`config.mk`:
```
export PLATFORM = sky130hd
export DESIGN_NAME = fdc_dispatch
export DESIGN_NICKNAME = d
export VERILOG_FILES = /design/src/fdc_pkg.sv /design/src/fdc_dispatch.sv
export VERILOG_INCLUDE_DIRS = /design/src
export SDC_FILE = /design/constraint.sdc
export NUM_CORES = 2
export LEC_CHECK = 0
export BUFFER_PORTS_ARGS = -buffer_cell sky130_fd_sc_hd__buf_2
export CAP_MARGIN = 5
export CORE_ASPECT_RATIO = 0.8
export CORE_UTILIZATION = 55
export DETAILED_ROUTE_END_ITERATION = 8
export PLACE_DENSITY_LB_ADDON = 0.05
export SLEW_MARGIN = 40
export SYNTH_ARGS = -nofsm -noshare
export SYNTH_HDL_FRONTEND = slang
export SYNTH_SLANG_ARGS = --single-unit
```
`constraint.sdc`:
```
create_clock -name i_clk -period 13.2 [get_ports i_clk]
set_input_delay 0.66 -clock i_clk [delete_from_list [all_inputs] [get_ports i_clk]]
set_output_delay 0.66 -clock i_clk [all_outputs]
set_load 0.02 [all_outputs]
```
`src/fdc_defines.svh`:
```
// Constants of the fault dispatch unit
`ifndef FDC_DEFINES_SVH
`define FDC_DEFINES_SVH
// ****************************************
// Control block word offsets, frame size and frame cap
// ****************************************
`define FDC_VEC_RING0  8'h32
`define FDC_VEC_RING1  8'h34
`define FDC_VEC_RING3  8'h38
`define FDC_VEC_PAGE   8'h3A
`define FDC_CS_FIRST   8'h3C
`define FDC_CS_NEXT    8'h3D
`define FDC_CS_LAST    8'h3E
`define FDC_CS_FRAMES  8'h3F
`define FDC_FRAME_WORDS 16'h0006
`define FDC_FRAME_CAP  4'h6
// ****************************************
// Fault numbers, codes, opcodes, entry argument offset and ring bits
// ****************************************
`define FDC_NUM_SEMA   4'h5
`define FDC_NUM_SEG    4'hC
`define FDC_NUM_PTR    4'hD
`define FDC_CODE_CALL  16'h8000
`define FDC_HALT_OP    16'h0000
`define FDC_HCALL_OP   16'h0705
`define FDC_ENT_NARGS  32'h0000_0004
`define FDC_RING_MSB   30
`define FDC_RING_LSB   29
// ****************************************
// Register map, fields and response codes
// ****************************************
`define FDC_REG_CTRL   8'h00
`define FDC_REG_CBLK   8'h04
`define FDC_REG_STATUS 8'h08
`define FDC_REG_PC     8'h0C
`define FDC_REG_ENTRY  8'h10
`define FDC_CTRL_EN    0
`define FDC_CTRL_RESUME 1
`define FDC_RESP_OKAY  2'h0
`define FDC_RESP_SLV   2'h2
`endif

```
`src/fdc_pkg.sv`:
```
// Types of the fault dispatch unit
package fdc_pkg;
  typedef enum logic [3:0] {
    FDC_IDLE     = 4'h0,
    FDC_RD_PTR   = 4'h1,
    FDC_WR_FRAME = 4'h3,
    FDC_WR_NEXT  = 4'h2,
    FDC_RD_VEC   = 4'h6,
    FDC_RD_ENT   = 4'h7,
    FDC_RD_ECB   = 4'h5,
    FDC_DISPATCH = 4'h4,
    FDC_HALTED   = 4'hC,
    FDC_POP_FLAG = 4'h8,
    FDC_POP_NEXT = 4'h9
  } fdc_state_e;
  typedef enum logic [1:0] {
    FDC_DEST_RING0 = 2'h0,
    FDC_DEST_RING1 = 2'h1,
    FDC_DEST_RING3 = 2'h2,
    FDC_DEST_PAGE  = 2'h3
  } fdc_dest_e;
  typedef struct packed {
    logic [3:0]  num;
    logic [1:0]  sub;
    fdc_dest_e   dest;
    logic [15:0] code;
    logic [31:0] pc;
    logic [15:0] keys;
    logic [31:0] addr;
  } fdc_fault_s;
endpackage

```
`src/fdc_dispatch.sv`:
```
// Fault dispatch unit with concealed stack and AXI4-Lite registers
`timescale 1ns/1ns
`include "fdc_defines.svh"
module fdc_dispatch
  import fdc_pkg::*;
(
  input  wire logic        i_clk,
  input  wire logic        i_reset,
  input  wire logic        i_fault_valid,
  input  wire fdc_fault_s  i_fault,
  input  wire logic        i_pop_valid,
  input  wire logic [31:0] i_pop_flag_addr,
  output logic             o_ready,
  output logic             o_mem_req,
  output logic             o_mem_we,
  output logic [31:0]      o_mem_addr,
  output logic [15:0]      o_mem_wdata,
  input  wire logic        i_mem_ack,
  input  wire logic [15:0] i_mem_rdata,
  output logic             o_pc_load,
  output logic [31:0]      o_pc,
  output logic             o_int_block,
  output logic             o_dummy_args,
  output logic             o_mode64v,
  output logic             o_halt,
  input  wire logic [7:0]  i_awaddr,
  input  wire logic        i_awvalid,
  output logic             o_awready,
  input  wire logic [31:0] i_wdata,
  input  wire logic [3:0]  i_wstrb,
  input  wire logic        i_wvalid,
  output logic             o_wready,
  output logic [1:0]       o_bresp,
  output logic             o_bvalid,
  input  wire logic        i_bready,
  input  wire logic [7:0]  i_araddr,
  input  wire logic        i_arvalid,
  output logic             o_arready,
  output logic [31:0]      o_rdata,
  output logic [1:0]       o_rresp,
  output logic             o_rvalid,
  input  wire logic        i_rready
);
  // ****************************************
  // Helper functions
  // ****************************************
  function automatic logic [7:0] vec_loc(input fdc_dest_e d);
    case (d)
      FDC_DEST_RING0: vec_loc = `FDC_VEC_RING0;
      FDC_DEST_RING1: vec_loc = `FDC_VEC_RING1;
      FDC_DEST_RING3: vec_loc = `FDC_VEC_RING3;
      default:        vec_loc = `FDC_VEC_PAGE;
    endcase
  endfunction

  // Four words per entry, sixteen entries
  function automatic logic [15:0] type_off(input logic [3:0] n);
    type_off = {10'h000, n, 2'h0};
  endfunction

  function automatic logic [15:0] code_of(input fdc_fault_s f);
    if (f.num == `FDC_NUM_SEMA)
      code_of = {15'h0000, f.sub[0]};
    else if (f.num == `FDC_NUM_SEG)
      code_of = f.sub[0] ? 16'h0002 : 16'h0001;
    else if (f.num == `FDC_NUM_PTR && f.sub[0])
      code_of = `FDC_CODE_CALL;
    else
      code_of = f.code;
  endfunction

  function automatic logic [15:0] frame_word(input fdc_fault_s f,
                                             input logic [2:0] i);
    case (i)
      3'h0:    frame_word = f.pc[31:16];
      3'h1:    frame_word = f.pc[15:0];
      3'h2:    frame_word = f.keys;
      3'h3:    frame_word = code_of(f);
      3'h4:    frame_word = f.addr[31:16];
      default: frame_word = f.addr[15:0];
    endcase
  endfunction

  function automatic logic [15:0] adv(input logic [15:0] n,
                                      input logic [15:0] fst,
                                      input logic [15:0] lst);
    logic [15:0] s;
    s = n + `FDC_FRAME_WORDS;
    adv = (s > lst) ? fst : s;
  endfunction

  function automatic logic [15:0] back(input logic [15:0] n,
                                       input logic [15:0] fst,
                                       input logic [15:0] lst);
    back = (n == fst) ? lst : n - `FDC_FRAME_WORDS;
  endfunction

  // ****************************************
  // Dispatch sequencer
  // ****************************************
  fdc_state_e  st_reg,    st_next;
  logic [2:0]  idx_reg,   idx_next;
  fdc_fault_s  f_reg,     f_next;
  logic [15:0] first_reg, first_next;
  logic [15:0] nxt_reg,   nxt_next;
  logic [15:0] last_reg,  last_next;
  logic [31:0] vec_reg,   vec_next;
  logic [31:0] eblk_reg,  eblk_next;
  logic [31:0] flag_reg,  flag_next;
  logic [3:0]  depth_reg, depth_next;
  logic [7:0]  lost_reg,  lost_next;
  logic        dum_next,  pcl_next, blk_next, m64_next, rdy_next;
  logic        req_next,  we_next;
  logic [31:0] addr_next, pc_next, ent_addr;
  logic [15:0] wd_next;
  logic        en_reg,    resume_reg;
  logic [31:0] cblk_reg;

  assign ent_addr = {vec_reg[31:16],
                     vec_reg[15:0] + type_off(f_reg.num)};

  always_comb begin
    st_next = st_reg;
    idx_next = idx_reg;
    f_next = f_reg;
    first_next = first_reg;
    nxt_next = nxt_reg;
    last_next = last_reg;
    vec_next = vec_reg;
    eblk_next = eblk_reg;
    flag_next = flag_reg;
    depth_next = depth_reg;
    lost_next = lost_reg;
    dum_next = o_dummy_args;
    pc_next = o_pc;
    m64_next = o_mode64v;
    pcl_next = 1'b0;
    blk_next = 1'b0;
    case (st_reg)
      FDC_IDLE: begin
        // A new fault pre-empts a pending pop
        if (i_fault_valid && en_reg) begin
          f_next = i_fault;
          idx_next = 3'h0;
          st_next = FDC_RD_PTR;
        end else if (i_pop_valid) begin
          flag_next = i_pop_flag_addr;
          st_next = FDC_POP_FLAG;
        end
      end
      FDC_RD_PTR: if (i_mem_ack) begin
        case (idx_reg)
          3'h0:    first_next = i_mem_rdata;
          3'h1:    nxt_next = i_mem_rdata;
          default: last_next = i_mem_rdata;
        endcase
        idx_next = (idx_reg == 3'h2) ? 3'h0 : idx_reg + 3'h1;
        if (idx_reg == 3'h2)
          st_next = FDC_WR_FRAME;
      end
      FDC_WR_FRAME: if (i_mem_ack) begin
        idx_next = (idx_reg == 3'h5) ? 3'h0 : idx_reg + 3'h1;
        if (idx_reg == 3'h5)
          st_next = FDC_WR_NEXT;
      end
      FDC_WR_NEXT: if (i_mem_ack) begin
        nxt_next = adv(nxt_reg, first_reg, last_reg);
        if (depth_reg == `FDC_FRAME_CAP)
          lost_next = lost_reg + 8'h01;
        else
          depth_next = depth_reg + 4'h1;
        m64_next = 1'b1;
        st_next = FDC_RD_VEC;
      end
      FDC_RD_VEC: if (i_mem_ack) begin
        if (idx_reg == 3'h0) begin
          vec_next[31:16] = i_mem_rdata;
          idx_next = 3'h1;
        end else begin
          vec_next[15:0] = i_mem_rdata;
          idx_next = 3'h0;
          st_next = FDC_RD_ENT;
        end
      end
      FDC_RD_ENT: if (i_mem_ack) begin
        idx_next = idx_reg + 3'h1;
        if (idx_reg == 3'h0) begin
          dum_next = 1'b0;
          // Any other opcode is run as fetched
          if (i_mem_rdata == `FDC_HALT_OP)
            st_next = FDC_HALTED;
          else if (i_mem_rdata != `FDC_HCALL_OP)
            st_next = FDC_DISPATCH;
        end else if (idx_reg == 3'h1) begin
          eblk_next[31:16] = i_mem_rdata;
        end else begin
          eblk_next[15:0] = i_mem_rdata;
          st_next = FDC_RD_ECB;
        end
      end
      FDC_RD_ECB: if (i_mem_ack) begin
        dum_next = (i_mem_rdata != 16'h0000);
        st_next = FDC_DISPATCH;
      end
      FDC_DISPATCH: begin
        pcl_next = 1'b1;
        pc_next = ent_addr;
        blk_next = (ent_addr[`FDC_RING_MSB:`FDC_RING_LSB]
                    == 2'h0);
        st_next = FDC_IDLE;
      end
      FDC_HALTED: if (resume_reg)
        st_next = FDC_IDLE;
      FDC_POP_FLAG: if (i_mem_ack)
        st_next = FDC_POP_NEXT;
      FDC_POP_NEXT: if (i_mem_ack) begin
        nxt_next = back(nxt_reg, first_reg, last_reg);
        if (depth_reg != 4'h0)
          depth_next = depth_reg - 4'h1;
        st_next = FDC_IDLE;
      end
      default: st_next = FDC_IDLE;
    endcase
    // Memory request for the state being entered
    req_next = 1'b1;
    we_next = 1'b0;
    addr_next = o_mem_addr;
    wd_next = o_mem_wdata;
    case (st_next)
      FDC_RD_PTR:
        addr_next = cblk_reg + {24'h00_0000, `FDC_CS_FIRST}
                    + {29'h0000_0000, idx_next};
      FDC_WR_FRAME: begin
        we_next = 1'b1;
        addr_next = cblk_reg + {16'h0000, nxt_next}
                    + {29'h0000_0000, idx_next};
        wd_next = frame_word(f_next, idx_next);
      end
      FDC_WR_NEXT: begin
        we_next = 1'b1;
        addr_next = cblk_reg + {24'h00_0000, `FDC_CS_NEXT};
        wd_next = adv(nxt_next, first_next, last_next);
      end
      FDC_RD_VEC:
        addr_next = cblk_reg + {24'h00_0000, vec_loc(f_next.dest)}
                    + {29'h0000_0000, idx_next};
      // Vector low half lands this edge, so use its next value
      FDC_RD_ENT:
        addr_next = {vec_next[31:16],
                     vec_next[15:0] + type_off(f_next.num)}
                    + {29'h0000_0000, idx_next};
      FDC_RD_ECB:
        addr_next = eblk_next + `FDC_ENT_NARGS;
      FDC_POP_FLAG: begin
        we_next = 1'b1;
        addr_next = flag_next;
        wd_next = 16'h0001;
      end
      FDC_POP_NEXT: begin
        we_next = 1'b1;
        addr_next = cblk_reg + {24'h00_0000, `FDC_CS_NEXT};
        wd_next = back(nxt_next, first_next, last_next);
      end
      default: req_next = 1'b0;
    endcase
    rdy_next = (st_next == FDC_IDLE);
  end

  always_ff @(posedge i_clk) begin
    if (i_reset) begin
      st_reg <= FDC_IDLE;
      idx_reg <= 3'h0;
      f_reg <= '0;
      first_reg <= 16'h0000;
      nxt_reg <= 16'h0000;
      last_reg <= 16'h0000;
      vec_reg <= 32'h0000_0000;
      eblk_reg <= 32'h0000_0000;
      flag_reg <= 32'h0000_0000;
      depth_reg <= 4'h0;
      lost_reg <= 8'h00;
      o_dummy_args <= 1'b0;
      o_pc <= 32'h0000_0000;
      o_pc_load <= 1'b0;
      o_int_block <= 1'b0;
      o_mode64v <= 1'b0;
      o_halt <= 1'b0;
      o_ready <= 1'b0;
      o_mem_req <= 1'b0;
      o_mem_we <= 1'b0;
      o_mem_addr <= 32'h0000_0000;
      o_mem_wdata <= 16'h0000;
    end else begin
      st_reg <= st_next;
      idx_reg <= idx_next;
      f_reg <= f_next;
      first_reg <= first_next;
      nxt_reg <= nxt_next;
      last_reg <= last_next;
      vec_reg <= vec_next;
      eblk_reg <= eblk_next;
      flag_reg <= flag_next;
      depth_reg <= depth_next;
      lost_reg <= lost_next;
      o_dummy_args <= dum_next;
      o_pc <= pc_next;
      o_pc_load <= pcl_next;
      o_int_block <= blk_next;
      o_mode64v <= m64_next;
      o_halt <= (st_next == FDC_HALTED);
      o_ready <= rdy_next;
      o_mem_req <= req_next;
      o_mem_we <= we_next;
      o_mem_addr <= addr_next;
      o_mem_wdata <= wd_next;
    end
  end

  // ****************************************
  // AXI4-Lite register slave
  // ****************************************
  logic        aw_have, w_have, do_wr, do_rd;
  logic [7:0]  awa_reg;
  logic [31:0] wd_reg;
  logic        en_n, res_n, awh_n, wh_n;
  logic [31:0] cblk_n, rdat_n;
  logic [1:0]  rresp_n;

  assign do_wr = aw_have && w_have && !o_bvalid;
  assign do_rd = i_arvalid && o_arready;

  always_comb begin
    en_n = en_reg;
    cblk_n = cblk_reg;
    res_n = 1'b0;
    awh_n = (aw_have || (i_awvalid && o_awready)) && !do_wr;
    wh_n = (w_have || (i_wvalid && o_wready)) && !do_wr;
    if (do_wr) begin
      if (awa_reg == `FDC_REG_CTRL && i_wstrb[0] == 1'b1) begin
        en_n = wd_reg[`FDC_CTRL_EN];
        res_n = wd_reg[`FDC_CTRL_RESUME];
      end else if (awa_reg == `FDC_REG_CBLK) begin
        cblk_n = wd_reg;
      end
    end
    rresp_n = `FDC_RESP_OKAY;
    case (i_araddr)
      `FDC_REG_CTRL:   rdat_n = {31'h0000_0000, en_reg};
      `FDC_REG_CBLK:   rdat_n = cblk_reg;
      `FDC_REG_STATUS: rdat_n = {8'h00, lost_reg, 4'h0, depth_reg,
                                 5'h00, o_mode64v, o_halt, !o_ready};
      `FDC_REG_PC:     rdat_n = o_pc;
      `FDC_REG_ENTRY:  rdat_n = eblk_reg;
      default: begin
        rdat_n = 32'h0000_0000;
        rresp_n = `FDC_RESP_SLV;
      end
    endcase
  end

  always_ff @(posedge i_clk) begin
    if (i_reset) begin
      en_reg <= 1'b0;
      cblk_reg <= 32'h0000_0000;
      resume_reg <= 1'b0;
      aw_have <= 1'b0;
      w_have <= 1'b0;
      awa_reg <= 8'h00;
      wd_reg <= 32'h0000_0000;
      o_awready <= 1'b0;
      o_wready <= 1'b0;
      o_bvalid <= 1'b0;
      o_bresp <= `FDC_RESP_OKAY;
      o_arready <= 1'b0;
      o_rvalid <= 1'b0;
      o_rdata <= 32'h0000_0000;
      o_rresp <= `FDC_RESP_OKAY;
    end else begin
      en_reg <= en_n;
      cblk_reg <= cblk_n;
      resume_reg <= res_n;
      aw_have <= awh_n;
      w_have <= wh_n;
      if (i_awvalid && o_awready)
        awa_reg <= {i_awaddr[7:2], 2'h0};
      if (i_wvalid && o_wready)
        wd_reg <= i_wdata;
      o_awready <= !awh_n && !(i_awvalid && o_awready);
      o_wready <= !wh_n && !(i_wvalid && o_wready);
      if (do_wr) begin
        o_bvalid <= 1'b1;
        o_bresp <= (awa_reg == `FDC_REG_CTRL || awa_reg == `FDC_REG_CBLK)
                   ? `FDC_RESP_OKAY : `FDC_RESP_SLV;
      end else if (i_bready) begin
        o_bvalid <= 1'b0;
      end
      o_arready <= !o_rvalid && !do_rd;
      if (do_rd) begin
        o_rvalid <= 1'b1;
        o_rdata <= rdat_n;
        o_rresp <= rresp_n;
      end else if (i_rready) begin
        o_rvalid <= 1'b0;
      end
    end
  end
endmodule

```
==> run metrics <==
status finished clean; Num CTS Buffers 49; RSZ-0062 raised after global routing no; final period utilization 66.1%; # setup viols final 0; Final min period 8.73 ns; layout cell share with drive strength beyond 1 14.2%; cell mode on critical path ha_1; Ports 343; Iter 0 DRT Violations 4446; crit end category flip-flop; Synth area leaders dfxtp_1, mux2i_1, nand2_1; P per Cell Area 108 nW/um^2; Clock Path Buffers 3; Crit Path Max Fanout 13; top cell type's share of synthesized area 32.0%; core area 52500 sq um; Clock power frac 39.7%; vias in the first global route 27200; number of synthesized flops with an enable pin 0; total vias in the final route 30000; DR WL met2 45200 um; post-CTS setup buffers 0; total power 3550 uW; post-synthesis register bit count 467; highest-delay cell along the critical path a2111oi_2; # H-tree levels 2; die footprint 54100 sq um; Worst VDD drop 0.106 mV; global route total overflow 0; Max Clock Skew 0.0411 ns; Final Hold Viols 0; Yosys top cell by area dfxtp_1; largest net degree at the start of global routing 142; final-stage net count 4238; register area share after synthesis 32.0%; Hold WC Path Type input pin to flip-flop; Slew HR 37.3%; P_leak 0.0134 uW; Crit Path Category flip-flop to flip-flop; Synth Cell Area 29300 sq um; # Max-Cap Violations 0; Mapped Cells 3735; required time of the worst setup path 13.71 ns; Reg clk slew, reported paths 0.06 ns; CTS root buffer clkbuf_16; CTS tree yes; total track usage 41.3%; worst skew pair latency 0.61 ns; Detailed Route WL 116000 um; max FFs per register 103; post-route antenna net violation count 0; DRC viols 0; post-cts sizing count 0; setup_tns 0 ns; drt pass-1 iters 8; Die Ht 208 um; GP Congestion 1.00; cell row count 75; switch share 30.9%; Least-Margin Pin Slew 0.915 ns; IO buf count 334; Synth Flop Type dfxtp_1; DPL Wire Length 86500 um; CTS Sinks 467; Yosys warning count 0; routed length on met1 50200 um; detail-routed via count per cell 6.48; met3 WL 17000 um; Pint 2450 uW; sequential power share 41.9%; first-pass GRT wire length 170000 um; WL per Instance 25.1 um; Synth cell types 96; synthesized area per cell 7.83 sq um; initial antenna violation count 5; top sig layer met5; area delta synth->final 12.4%; Initial Util 55.8%; fmax 115 MHz; crit start category flip-flop; cts-stage hold buffer count 0; ys async rst share 0%; Fillers 4618; Sw Pwr 1100 uW; Die Width 260 um; CP max stage delay 0.76 ns; Worst EP arrival 9.24 ns; Slew Viols, Final 0; Comb pwr share 18.4%
==> final cells by class <==
cell class                 instances  area (sq um)  area share, %
multi-input combinational       2900         18600           56.5
sequential                       467          9350           28.4
timing repair buffer             387          2120           6.45
clock buffer                      66          1410           4.29
tap                              693           867           2.64
inverter                         101           379           1.15
clock inverter                    21           188          0.571
antenna                            3          7.51         0.0228
==> metal layers <==
layer  up-vias  global-route usage [%]
li1      13500                       -
met1     14200                    62.2
met2      2020                    54.8
met3       232                    13.0
met4         8                    13.2
met5         -                       0
==> path summary, 6_finish.rpt <==
check,cells after the start,endpoint,slack (ns),start
setup / recovery,31,o_mem_wdata[6]$_SDFFE_PP0P_,4.47,nxt_reg[1]$_SDFF_PP0_
hold / removal,3,wd_reg[22]$_SDFFE_PP0P_,0.28,i_wdata[22]
setup reg to reg,31,o_mem_wdata[6]$_SDFFE_PP0P_,4.47,nxt_reg[1]$_SDFF_PP0_
hold reg to reg,2,cblk_reg[11]$_SDFFE_PP0P_,0.44,wd_reg[11]$_SDFFE_PP0P_
==> cells by family (layout without fill, tap and decap cells) <==
| family | Yosys count | count (layout) | synth area share, % |
|---|---|---|---|
| simple gates | 1407 | 1407 | 21.9 |
| flops | 467 | 467 | 32.0 |
| fa+ha+maj | 118 | 118 | 5.33 |
| xor+xnor | 232 | 232 | 6.95 |
| other cells | 1 | 5 | 0.0128 |
| compound gates | 866 | 866 | 19.3 |
| mux | 275 | 275 | 9.52 |
| buf+inv | 369 | 575 | 5.00 |
==> stage by stage <==
| step | hold slack (ns) | setup slack (ns) | instances | utilization (%) | cell area, sq um |
|---|---|---|---|---|---|
| 2_1_floorplan | 0.429 | 6.44 | 3736 | - | 29300 |
| 3_3_place_gp | 0.436 | 4.59 | 4544 | 59.4 | 31200 |
| 3_5_place_dp | 0.443 | 4.63 | 4546 | 59.5 | 31200 |
| 4_1_cts | 0.267 | 4.62 | 4633 | 62.5 | 32800 |
| 5_1_grt | 0.297 | 3.91 | 4638 | 62.7 | 32900 |
| 6_report | 0.283 | 4.47 | 4638 | 62.7 | 32900 |
==> Yosys cell counts, types with 32 or more instances <==
master and number:
nor2_1 459, nand2b_1 32, ha_1 107, nor3_1 67
mux2i_1 252, o21ai_0 166, clkbuf_1 208, dfxtp_1 467
nand3_1 96, nand2_1 486, a22oi_1 56, inv_1 98
nand4_1 38, a211oi_1 44, xnor2_1 137, o22ai_1 46
and3_1 41, a21oi_1 268, or3_1 39, xor2_1 95
nor2b_1 32
==> power by group through the flow <==
stage / Combinational [uW] / Sequential [uW] / Clock, uW
detailed placement: 626 / 1520 / 0
global route: 693 / 1490 / 1460
global placement: 619 / 1510 / 0
finish: 652 / 1490 / 1410
CTS: 629 / 1480 / 1410
floorplan: 404 / 1520 / 0
==> layout by cell type, fill, tap and decap left out, types with 94 or more instances in the layout <==
cell type and count:
nand2_1 483, dfxtp_1 467, nor2_1 457, buf_2 333
a21oi_1 267, mux2i_1 252, o21ai_0 164, xnor2_1 137
ha_1 107, inv_1 98, xor2_1 95, nand3_1 94
==> worst max-delay path: cells and delay by family (launching register included) <==
kind            cells  cell delay, ns
buf+inv             5            0.75
xor+xnor            2            0.53
flops               1            0.54
simple gates       10            2.48
compound gates     10            3.26
fa+ha+maj           4            1.08
(Power assumes the default switching activity.)
